### src/design/rom_bank_regs.vh
// address map, field positions and reset values for the rom bank select and i/o decode block
// assumes a 16-bit processor address bus and an 8-bit data bus
`ifndef ROM_BANK_REGS_VH
`define ROM_BANK_REGS_VH

// i/o sub-decoder window, selected by the incoming i/o line
`define IO_WINDOW_BASE        16'h7800
`define IO_WINDOW_LAST        16'h7fff
// sub-decode on address lines a8..a10
`define IO_SUB_LSB            8
`define IO_SUB_MSB            10
`define IO_SUB_ADAPTER        3'h2
`define IO_SUB_SWITCHES       3'h4
`define IO_SUB_BANK           3'h6

// register offsets
`define REAR_SWITCH_READBACK  16'h7c00
`define ROM_BANK_SELECTION    16'h7e00

// banked rom window 8000..bfff, picked out by a15..a14
`define BANK_WINDOW_BASE      16'h8000
`define BANK_WINDOW_LAST      16'hbfff
`define BANK_WINDOW_TAG       2'h2

// rom_bank_selection fields
`define SEL_HALF_BIT          0
`define SEL_CHIP_LSB          1
`define SEL_CHIP_MSB          3
`define SEL_DEC_EN_BIT        4
`define SEL_RESET             8'h00

// bank geometry
`define BANK_COUNT            16
`define BANK_BYTES            16384
`define ROM_CHIPS             8
`define ROM_ADDR_BITS         15
`define ROM_DATA_BITS         8

// synchroniser depth for pins
`define SYNC_STAGES           2

`endif

### src/design/pin_sync.v
// two-flop synchroniser for a group of pins entering the core_clk domain
// assumes each bit is an independent level; multi-bit groups are sampled while stable
`timescale 1ns/1ns
module pin_sync
#(
    parameter WIDTH      = 1,
    parameter RESET_WORD = 1'b0
)
(
    input  wire             core_clk,
    input  wire             reset_n,
    input  wire [WIDTH-1:0] pin,
    output reg  [WIDTH-1:0] synced
);
    reg [WIDTH-1:0] stage1;

    // first stage is read only by the second
    always @(posedge core_clk or negedge reset_n)
    begin
        if (!reset_n)
        begin
            stage1 <= RESET_WORD;
            synced <= RESET_WORD;
        end
        else
        begin
            stage1 <= pin;
            synced <= stage1;
        end
    end
endmodule // pin_sync

### src/design/rom_bank_select_io_decode.v
// i/o sub-decoder and rom bank switching for the interface board
// assumes the processor bus pins and the phase-2 clock are asynchronous to core_clk;
// all of them are synchronised before use, so outputs lag the bus by a few core_clk cycles
//
// How it works
// i/o decoder needs i/o select, phase-2 qualified
// a8-a10 give adapter, switch, latch enables
// sixteen 16k banks, 256k rom total
// each 32k rom holds two banks
// write to 7e00 captures data bus
// latched d0 drives rom address msb
// d4 enables decoder, d1-d3 pick chip
// selected bank appears at 8000-bfff
// bank holds until software writes again
// bank n: msb n mod 2, chip n/2
// chip enable 0 goes to companion board
// chip enables also drive diagnostic leds
// read 7c00 returns rear-panel switches
// adapter selected at 7a00, srq pulled low
// rom gets 15 address, ce, oe; 8 data
// ce0 only inside banked window
// i/o select covers 7800-7fff
// bank latch write-only, reads harmless
// decoder disabled keeps all chip enables off
`timescale 1ns/1ns
`include "rom_bank_regs.vh"
module rom_bank_select_io_decode
#(
    parameter CHIPS     = `ROM_CHIPS,
    parameter ADDR_BITS = `ROM_ADDR_BITS,
    parameter DATA_BITS = `ROM_DATA_BITS
)
(
    input  wire                 core_clk,
    input  wire                 reset_n,
    input  wire                 phase2_clk,
    input  wire                 io_select_n,
    input  wire [15:0]          cpu_addr,
    input  wire                 cpu_read,
    input  wire [DATA_BITS-1:0] cpu_data_in,
    output reg  [DATA_BITS-1:0] cpu_data_out,
    output reg                  cpu_data_oe,
    input  wire [7:0]           rear_switches,
    input  wire                 adapter_irq_n,
    output reg                  service_request_out,
    output reg                  service_request_oe,
    output reg                  bus_interface_adapter_n,
    output reg                  switch_buffer_enable_n,
    output reg                  bank_latch_enable_n,
    output reg  [CHIPS-1:0]     rom_chip_enables_n,
    output reg  [ADDR_BITS-1:0] rom_addr,
    output reg                  rom_output_enable_n,
    output reg  [CHIPS-1:0]     diag_led_n
);
    localparam PIN_BITS = 1 + 1 + 16 + 1 + DATA_BITS + 8 + 1;

    wire [PIN_BITS-1:0] pins_raw;
    wire [PIN_BITS-1:0] pins;
    wire                phase2;
    wire                io_sel_n;
    wire [15:0]         addr;
    wire                rd;
    wire [DATA_BITS-1:0] wdata;
    wire [7:0]          switches;
    wire                irq_n;

    reg  [7:0]          rom_bank_selection;
    reg  [7:0]          next_bank;
    reg                 io_active;
    reg  [2:0]          io_sub;
    reg                 bank_window;
    reg  [2:0]          chip_index;
    reg                 decoder_on;
    reg                 next_adapter_n;
    reg                 next_switch_n;
    reg                 next_latch_n;
    reg                 next_oe_n;
    reg                 next_data_oe;
    wire [CHIPS-1:0]    next_ce_n;

    assign pins_raw = {phase2_clk, io_select_n, cpu_addr, cpu_read, cpu_data_in, rear_switches, adapter_irq_n};

    // idle bus reads as: no phase-2, i/o deselected, read, no interrupt
    pin_sync
    #(
        .WIDTH      (PIN_BITS),
        .RESET_WORD ({2'b01, 16'h0000, 1'b1, {DATA_BITS{1'b0}}, 8'h00, 1'b1})
    )
    u_pin_sync
    (
        .core_clk (core_clk),
        .reset_n  (reset_n),
        .pin      (pins_raw),
        .synced   (pins)
    );

    assign phase2   = pins[PIN_BITS-1];
    assign io_sel_n = pins[PIN_BITS-2];
    assign addr     = pins[PIN_BITS-3 -: 16];
    assign rd       = pins[PIN_BITS-19];
    assign wdata    = pins[PIN_BITS-20 -: DATA_BITS];
    assign switches = pins[8:1];
    assign irq_n    = pins[0];

    // decode terms
    always @*
    begin
        // i/o line is asserted by the memory board only for 7800-7fff
        io_active   = !io_sel_n && phase2;
        io_sub      = addr[`IO_SUB_MSB:`IO_SUB_LSB];
        bank_window = (addr[15:14] == `BANK_WINDOW_TAG) && phase2;
        chip_index  = rom_bank_selection[`SEL_CHIP_MSB:`SEL_CHIP_LSB];
        decoder_on  = rom_bank_selection[`SEL_DEC_EN_BIT];
    end

    // one select per sub-decode code; the unused codes select nothing
    always @*
    begin
        next_adapter_n = 1'b1;
        next_switch_n  = 1'b1;
        next_latch_n   = 1'b1;
        if (io_active)
        begin
            case (io_sub)
                `IO_SUB_ADAPTER:  next_adapter_n = 1'b0;
                `IO_SUB_SWITCHES: next_switch_n  = 1'b0;
                `IO_SUB_BANK:     next_latch_n   = 1'b0;
                default:          next_latch_n   = 1'b1;
            endcase
        end
    end

    // bank latch: captured only on writes, reads leave it alone
    always @*
    begin
        next_bank = rom_bank_selection;
        if (!next_latch_n && !rd)
            next_bank = wdata;
    end

    // one-of-eight chip enable decoder, active low
    genvar g;
    generate
        for (g = 0; g < CHIPS; g = g + 1)
        begin : g_ce
            // chip 0 is the companion board rom holding banks 0 and 1
            assign next_ce_n[g] = !(decoder_on && bank_window && ({29'h0, chip_index} == g));
        end
    endgenerate

    // output enable waits for the decoder, so a disabled bank never fights the bus
    always @*
    begin
        next_oe_n    = !(bank_window && rd && decoder_on);
        next_data_oe = !next_switch_n && rd;
    end

    // bank selection survives everything but reset
    always @(posedge core_clk or negedge reset_n)
    begin
        if (!reset_n)
        begin
            rom_bank_selection <= `SEL_RESET;
        end
        else
        begin
            rom_bank_selection <= next_bank;
        end
    end

    // i/o selects
    always @(posedge core_clk or negedge reset_n)
    begin
        if (!reset_n)
        begin
            bus_interface_adapter_n <= 1'b1;
            switch_buffer_enable_n  <= 1'b1;
            bank_latch_enable_n     <= 1'b1;
        end
        else
        begin
            bus_interface_adapter_n <= next_adapter_n;
            switch_buffer_enable_n  <= next_switch_n;
            bank_latch_enable_n     <= next_latch_n;
        end
    end

    // rom side; the leds are a plain copy of the chip enables, lit only while a rom is selected
    always @(posedge core_clk or negedge reset_n)
    begin
        if (!reset_n)
        begin
            rom_chip_enables_n  <= {CHIPS{1'b1}};
            diag_led_n          <= {CHIPS{1'b1}};
            rom_addr            <= {ADDR_BITS{1'b0}};
            rom_output_enable_n <= 1'b1;
        end
        else
        begin
            rom_chip_enables_n  <= next_ce_n;
            diag_led_n          <= next_ce_n;
            // upper rom line picks even or odd bank; a13..a0 pass through
            rom_addr            <= {rom_bank_selection[`SEL_HALF_BIT], addr[13:0]};
            rom_output_enable_n <= next_oe_n;
        end
    end

    // switch buffer drives the data bus only on reads
    always @(posedge core_clk or negedge reset_n)
    begin
        if (!reset_n)
        begin
            cpu_data_out <= {DATA_BITS{1'b0}};
            cpu_data_oe  <= 1'b0;
        end
        else
        begin
            cpu_data_out <= switches;
            cpu_data_oe  <= next_data_oe;
        end
    end

    // open drain: srq is only ever pulled low
    always @(posedge core_clk or negedge reset_n)
    begin
        if (!reset_n)
        begin
            service_request_out <= 1'b0;
            service_request_oe  <= 1'b0;
        end
        else
        begin
            service_request_out <= 1'b0;
            service_request_oe  <= !irq_n;
        end
    end
endmodule // rom_bank_select_io_decode

### config.mk
export PLATFORM = sky130hd
export DESIGN_NAME = rom_bank_select_io_decode
export DESIGN_NICKNAME = d
export VERILOG_FILES = /design/src/design/pin_sync.v /design/src/design/rom_bank_select_io_decode.v
export VERILOG_INCLUDE_DIRS = /design/src /design/src/design
export SDC_FILE = /design/constraint.sdc
export NUM_CORES = 1
export LEC_CHECK = 0
export ABC_CLOCK_PERIOD_IN_PS = 5060
export BUFFER_PORTS_ARGS = -buffer_cell sky130_fd_sc_hd__buf_2
export CAP_MARGIN = 10
export CORE_UTILIZATION = 50
export CTS_CLUSTER_DIAMETER = 60
export DETAILED_ROUTE_END_ITERATION = 8
export PLACE_DENSITY = 0.87
export SLEW_MARGIN = 20
export SYNTH_ARGS = -nofsm -noshare
export SYNTH_HDL_FRONTEND = slang
export SYNTH_SLANG_ARGS = --single-unit
export TNS_END_PERCENT = 100
### constraint.sdc
create_clock -name core_clk -period 5.06 [get_ports core_clk]
set_clock_uncertainty 0.15 [all_clocks]
set_input_delay 0.759 -clock core_clk [delete_from_list [all_inputs] [get_ports core_clk]]
set_output_delay 0.759 -clock core_clk [all_outputs]
set_load 0.02 [all_outputs]
### After elaboration in Yosys (flattened, before gate mapping)

Cells that the tools add are included.
Widths: inputs -> output; s select.

* input port bits: 38
* output and inout port bits: 46
* logic and storage cells: 59
* bits in registers: 114

* reductions and logical operators: 30
* equality and inequality tests: 11
* muxes and demuxes: 6

Operators with widths (count)
* $eq 3x3->1 const B: 6
* $logic_and 1x1->1: 15
* $logic_not 1->1: 14
* $eq 3x2->1 const B: 3
* $mux 1: 6
* $eq 3x1->1 const B: 1
* $logic_not 3->1: 1
* $eq 2x2->1 const B: 1

### Logic depth before layout (Yosys ltp)

Gate-level depths: netlist (run 1).

* word-level depth: 5
* mapped depth: 3
* mapped depth without buffers: 3

### Modules after synthesis

A second synthesis (run 1) with hierarchy kept.

* cell total of the unflattened synthesis: 154
* area total of the unflattened synthesis: 3170.5 um^2

By module, submodules not included
* pin_sync: times used 1, sequential area each 1809.2 um^2, cells each 72, area each 1809.2 um^2
* rom_bank_select_io_decode: times used 1, sequential area each 1066.0 um^2, cells each 82, area each 1361.3 um^2

### Worst setup path after synthesis (run 1)

Ideal clock, no wire load.

* path type: reg2reg
* start point: register u_pin_sync.synced[26]
* end point: register rom_bank_selection[0]
* path slack: 3415 ps
* clock period less this slack: 1645 ps
* data arrival time: 1370 ps
* required time: 4785 ps
* cell stages (with the launch flop): 4
* buffers on the path: 0
* library setup time: 125 ps
* path through: dfrtp_1 > or3b_4 > nor3_4 > mux2_2

* cells in the longest elaborated chain, start to end: 5

RTL lines
* start: declaration: RTL line pin_sync.v:13 `output reg [WIDTH-1:0] synced`
* start signal: assignment: RTL line pin_sync.v:28 `synced <= stage1;`
* $eq 3x3->1: RTL line rom_bank_select_io_decode.v:124 `case (io_sub)`
* $mux 1: RTL line rom_bank_select_io_decode.v:124
* $mux 1: RTL line rom_bank_select_io_decode.v:122 `if (io_active)`
* $logic_not 1->1: RTL line rom_bank_select_io_decode.v:137 `if (!next_latch_n && !rd)`
* $logic_and 1x1->1: RTL line rom_bank_select_io_decode.v:137
* end signal: assignment: RTL line rom_bank_select_io_decode.v:163 `` rom_bank_selection <= `SEL_RESET; ``
* end signal: assignment: RTL line rom_bank_select_io_decode.v:167 `rom_bank_selection <= next_bank;`
* end: declaration: RTL line rom_bank_select_io_decode.v:67 `reg [7:0] rom_bank_selection;`

No other way between the ends.
A chain may end at the register's enable or synchronous reset.

### Worst setup path after layout (run 1)

* start point: register diag_led_n[1]
* end point: output diag_led_n[1]

RTL lines
* start: declaration: RTL line rom_bank_select_io_decode.v:53 `output reg [CHIPS-1:0] diag_led_n`
* start signal: assignment: RTL line rom_bank_select_io_decode.v:194 `diag_led_n <= {CHIPS{1'b1}};`
* start signal: assignment: RTL line rom_bank_select_io_decode.v:201 `diag_led_n <= next_ce_n;`

No word-level cell between the ends.

==> results.tsv, run 1 <==
metric	value	unit
tightest_slew	0.652	ns
path_clk_slew	0.10	ns
grt_pass1_wl	6370	um
setup-tns-final	0	ns
htree_levels	3	
coreArea	5640	sq um
die_y	79.4	um
pre_cts_slack	2.97	ns
crit_required	4.15	ns
wl_per_cell	12.6	um
pin_count	84	
cts_buffers	9	
place_inst	290	
syn_avg_cell_area	20.4	sq um
synthCells	147	
synth.distinct_cells	17	
ant_nets	0	
mostFrequentLayoutCells	dfrtp_1 (90), buf_2 (78), dfstp_2 (18)	
dieArea	6300	sq um
cp-start-kind	register	
fin_nets	267	
rows	27	
status	finished, final reports clean	
syn_area	2990	sq um
first_iter_violations	70	
design_area	3600	sq um
switching_power	340	uW
gr-total-overflow	0	
leakagePower	0.00169	uW
synth_warnings	0	
avgViaCountPerCell	4.33	
seqPwrFrac	63.4	%
insertion_delay	0.35	ns
grt_pass1_vias	1329	
yosysSeqAreaShare	91.1	%
cts_resized	0	
cap_violations	0	
fmax	511	MHz
stdcell_count	306	
drc_errors	0	
layout_min_cycle_time	1.96	ns
area_growth	20.3	%
dieWidth	79.4	um
cp.arrival	1.05	ns
worst_slack	3.10	ns
grt_usage	14.4	%
path_delay_family	flip-flops	
start_util	53.0	%
cpMaxStageDelayCell	dfstp_2	
maxSlewHeadroom	56.5	%
fillers	404	
post-route-period-util	38.7	%
port_buffers	79	
hpwl	2710	um
setup_viol	0	
path_class	reg -> out	
cts_tree	yes	
layout-drive-gt1-share	51.7	%
share_clk_of_total_power	31.6	%
combPwrFrac	5.0	%
power_density	407	nW/um^2
syn_nets	185	
critPathBufInv	1	
vias	1326	
first_pass_iters	4	
slew_violations	0	
cts.sinks	108	
cp-end-kind	output port	
grt_max_degree	58	
placed_area	3420	sq um
synth-seq-cells	108	
p_int	1130	uW
gp_congestion	0.653	
layout_commonest_cell	dfrtp_1	
hold_viol_final	0	
post-cts-setup-buffers	0	
critical_path_peak_fanout	2	
multi_input_area	193	sq um
cts_buffer_depth	2	
holdBufCountCts	0	
rsz0062_at_grt	false	
finalWirelength	3860	um
total_power	1470	uW
clock-root-buffer	clkbuf_8	
path_cells	buf_2	
critPathMaxStageDelay	0.54	ns
ir_worst_vdd	273	uV
n_antenna_cell	0	
switching_share	23.2	%
hp-class	reg -> reg	
register_area	2730	sq um
grt_antenna_before_repair	0	
## cells by family after synthesis
family,synth area share (%)
muxes,1.88
other,0.125
and+or+nand+nor,4.43
DFF,91.1
buffers and inverters,2.51
## worst paths after layout
| path | cells after the start | from | slack [ns] | end |
|---|---|---|---|---|
| setup / recovery | 1 | diag_led_n[1] | 3.10 | diag_led_n[1] |
| hold / removal | 0 | u_pin_sync.stage1[34] | 0.20 | u_pin_sync.synced[34] |
| setup reg to reg | 3 | u_pin_sync.synced[26] | 3.29 | rom_bank_selection[4] |
| hold reg to reg | 0 | u_pin_sync.stage1[34] | 0.20 | u_pin_sync.synced[34] |
| max in group asynchronous | 2 | reset_n | 3.42 | u_pin_sync.synced[32] |
| min in group asynchronous | 1 | reset_n | 0.27 | u_pin_sync.stage1[3] |
## cell type report
cell class                      instances  area share [%]
Inverter                                2           0.208
Timing Repair Buffer                   80            11.3
Clock inverter                          6            1.46
Tap cell                               72            2.50
Clock buffer                           10            3.54
Multi-Input combinational cell         28            5.35
Sequential cell                       108            75.7
## state kept, by name (all words and copies together), names as in the netlist
name	count
bank_latch_enable_n	1
bus_interface_adapter_n	1
cpu_data_oe	1
cpu_data_out	8
diag_led_n	8
rom_addr	15
rom_bank_selection	5
rom_output_enable_n	1
service_request_oe	1
switch_buffer_enable_n	1
u_pin_sync.stage1	33
u_pin_sync.synced	33
## metrics by stage
step,hold slack (ns),util (%)
6_report,0.196,63.8
5_1_grt,0.201,63.8
4_1_cts,0.197,63.8
3_5_place_dp,0.185,60.6
3_3_place_gp,0.181,60.6
2_1_floorplan,0.181,-
## power by group through the flow
stage	clock [uW]	sequential (uW)	combinational, uW
floorplan	0	957	16.8
global placement	0	943	73.4
CTS	481	930	76.1
global route	516	936	82.0
detailed placement	0	947	76.0
finish	464	929	73.7
## synth_stat cells, drive strengths merged
| cell type | n | share of area (%) |
|---|---|---|
| and2 | 1 | 0.21 |
| or4 | 1 | 0.25 |
| nor2b | 3 | 0.63 |
| dfstp | 18 | 16 |
| conb | 1 | 0.13 |
| or2 | 1 | 0.21 |
| nor2 | 2 | 0.25 |
| mux2 | 5 | 1.9 |
| nor3 | 1 | 0.54 |
| inv | 2 | 0.25 |
| buf | 9 | 2.3 |
| nand2 | 8 | 1.0 |
| and4b | 1 | 0.33 |
| or3b | 2 | 0.67 |
| dfrtp | 90 | 75 |
| nand3 | 2 | 0.33 |
## metal layers
metal / up-vias / routed length (um) / global-route usage (%) / share of wire (%)
met5: - / 0 / 0 / 0
met1: 658 / 1450 / 16.4 / 38
met3: 4 / 319 / 6.21 / 8.3
li1: 611 / - / - / -
met2: 53 / 2040 / 23.4 / 53
met4: 0 / 48 / 6.55 / 1.2
Note: power is estimated with default switching activity, not from simulation.
==> run 2: changes to the inputs <==
--- a/config.mk
+++ b/config.mk
@@ -6,13 +6,14 @@
 export SDC_FILE = /design/constraint.sdc
 export NUM_CORES = 1
 export LEC_CHECK = 0
-export ABC_CLOCK_PERIOD_IN_PS = 5060
+export ABC_AREA = 1
+export ABC_CLOCK_PERIOD_IN_PS = 1800
 export BUFFER_PORTS_ARGS = -buffer_cell sky130_fd_sc_hd__buf_2
 export CAP_MARGIN = 10
-export CORE_UTILIZATION = 50
+export CORE_UTILIZATION = 45
 export CTS_CLUSTER_DIAMETER = 60
 export DETAILED_ROUTE_END_ITERATION = 8
-export PLACE_DENSITY = 0.87
+export PLACE_DENSITY = 0.83
 export SLEW_MARGIN = 20
 export SYNTH_ARGS = -nofsm -noshare
 export SYNTH_HDL_FRONTEND = slang
==> constraint.sdc (replaced) <==
create_clock -name core_clk -period 1.8 [get_ports core_clk]
set_clock_uncertainty 0.15 [all_clocks]
set_input_delay 0.27 -clock core_clk [delete_from_list [all_inputs] [get_ports core_clk]]
set_output_delay 0.27 -clock core_clk [all_outputs]
set_load 0.02 [all_outputs]
==> results.tsv, run 2 <==
metric	value	unit
leakagePower	0.00191	uW
total_power	4340	uW
synth_area_leaders	dfrtp_1 (75%), dfstp_2 (16%), nand2_1 (2.5%)	
synth_most_common_cell	dfrtp_1	
port_buffers	79	
htree_levels	3	
start_util	47.0	%
violations	design-rule violations	
pin_count	84	
power_density	1080	nW/um^2
rr_worst_depth	2	
cts.sinks	108	
rr_endpoint	cpu_data_oe	
syn_area	3020	sq um
status	complete, but fails checks	
die_y	83.9	um
layout_min_cycle_time	1.46	ns
crit_required	1.38	ns
maxSlewHeadroom	65.5	%
grt_pass1_wl	6960	um
cap_violations	0	
gp_congestion	0.706	
worst_slack	0.340	ns
path_delay_family	flip-flops	
hp-class	reg -> reg	
path_cells	buf_2	
critPathMaxStageDelay	0.53	ns
fin_util	62.5	%
cp.arrival	1.04	ns
grt_max_degree	109	
rows	29	
area_growth	33.0	%
setup_viol	0	
synth_ff_type	dfrtp_1	
clock-root-buffer	clkbuf_8	
yosysTopAreaCell	dfrtp_1	
insertion_delay	0.35	ns
first_iter_violations	42	
ant_nets	0	
hpwl	2530	um
async_flop_share	100	%
regToRegSetupSlack	0.54	ns
largest_registers	u_pin_sync.stage1: 33 flops, u_pin_sync.synced: 33 flops, rom_addr: 15 flops	
crit_end	diag_led_n[6]	
grt_pass1_vias	1552	
n_antenna_cell	0	
grt_antenna_before_repair	0	
yosysSeqAreaShare	90.3	%
cpMaxStageDelayCell	dfstp_2	
worstReg2RegStart	u_pin_sync.synced[17]	
grt_usage	13.6	%
hold_viol_final	0	
cts_buffers	9	
vias	1518	
layout-drive-gt1-share	41.0	%
ir_worst_vdd	708	uV
worst_hold_startpoint	u_pin_sync.stage1[13]	
cp-end-kind	output port	
post-cts-setup-buffers	0	
startpoint	diag_led_n[6]	
synthCells	167	
synth.distinct_cells	15	
cp-start-kind	register	
synth-seq-cells	108	
layout_commonest_cell	dfrtp_1	
synthTopCellsByCount	dfrtp_1 (90), nand2_1 (20), dfstp_2 (18)	
syn_avg_cell_area	18.1	sq um
first_pass_iters	6	
synth_warnings	0	
tightest_slew	0.517	ns
mostFrequentLayoutCells	dfrtp_1 (90), buf_2 (78), dlygate4sd3_1 (34)	
drc_errors	10	
slew_violations	0	
setup-tns-final	0	ns
avgViaCountPerCell	4.16	
fin_nets	321	
rsz0062_at_grt	false	
path_clk_slew	0.09	ns
critical_path_peak_fanout	2	
cts_tree	yes	
fmax	685	MHz
path_class	reg -> out	
syn_nets	205	
finalWirelength	4090	um
crit_cells	1	
post-route-period-util	81.1	%
cts_buffer_depth	2	
coreArea	6420	sq um
dieArea	7040	sq um
dieWidth	83.9	um
critPathBufInv	1	
gr-total-overflow	0	
yosys.area.top_type_share	74.6	%
synth-edff-count	0	
wl_per_cell	11.2	um
pre_cts_slack	0.545	ns
[run 2: cell count changes in the layout (fill, tap and decap cells not counted), sizes merged, moves of 5 or more]
cell	previous run	this run
dlygate4sd3	0	34
nand2	8	21
inv	6	12
mux2	5	0
nand3	2	7
nor2	2	7
[run 2: layer usage]
metal  up-vias  share of wire [%]  track usage [%]
met4         0                3.2             8.15
met3        13                5.1             4.55
met2        58                 52             22.8
met5         -                  0                0
li1        733                  -                -
met1       714                 40             14.9
[run 2: layout make-up]
class | instances | area (sq um)
Sequential cell | 108 | 2730
Inverter | 10 | 37.5
Fill cell | 469 | 2410
Tap cell | 77 | 96.3
Timing Repair Buffer | 114 | 758
Clock inverter | 6 | 71.3
Clock buffer | 10 | 138
Multi-Input combinational cell | 40 | 189
[run 2: logic make-up after synthesis]
logic type | share of synthesized area (%)
flip-flops | 90.3
buffers and inverters | 3.48
other | 0.124
AND/OR/NAND/NOR | 6.13
[run 2: power by group]
| group | switching, uW | internal (uW) | total, uW |
|---|---|---|---|
| logic | 152 | 118 | 270 |
| clock network | 764 | 695 | 1460 |
| registers | 50.3 | 2560 | 2610 |
[run 2: per-stage QoR]
step                      area (sq um)  hold WS, ns  cells
after floorplan                   3020       -0.176    167
after global routing              4020        0.207    365
final                             4020        0.196    365
after detailed placement          3470        0.185    315
after CTS                         4020        0.195    365
after global placement            3470        0.182    315
[run 2: how the worst min path moves through the flow]
stage	end	slack (ns)	cells after the start
floorplan	cpu_data_oe	-0.18	0
global placement	u_pin_sync.synced[27]	0.18	0
detailed placement	cpu_data_out[5]	0.18	0
CTS	u_pin_sync.synced[13]	0.20	0
global route	u_pin_sync.synced[11]	0.21	0
finish	u_pin_sync.synced[13]	0.20	0
[run 2: timing repair]
item | 4_1_cts | 5_1_grt
resized for setup | 0 | 0
hold buffers | 34 | 0
endpoints found under the hold margin | 123 | 0
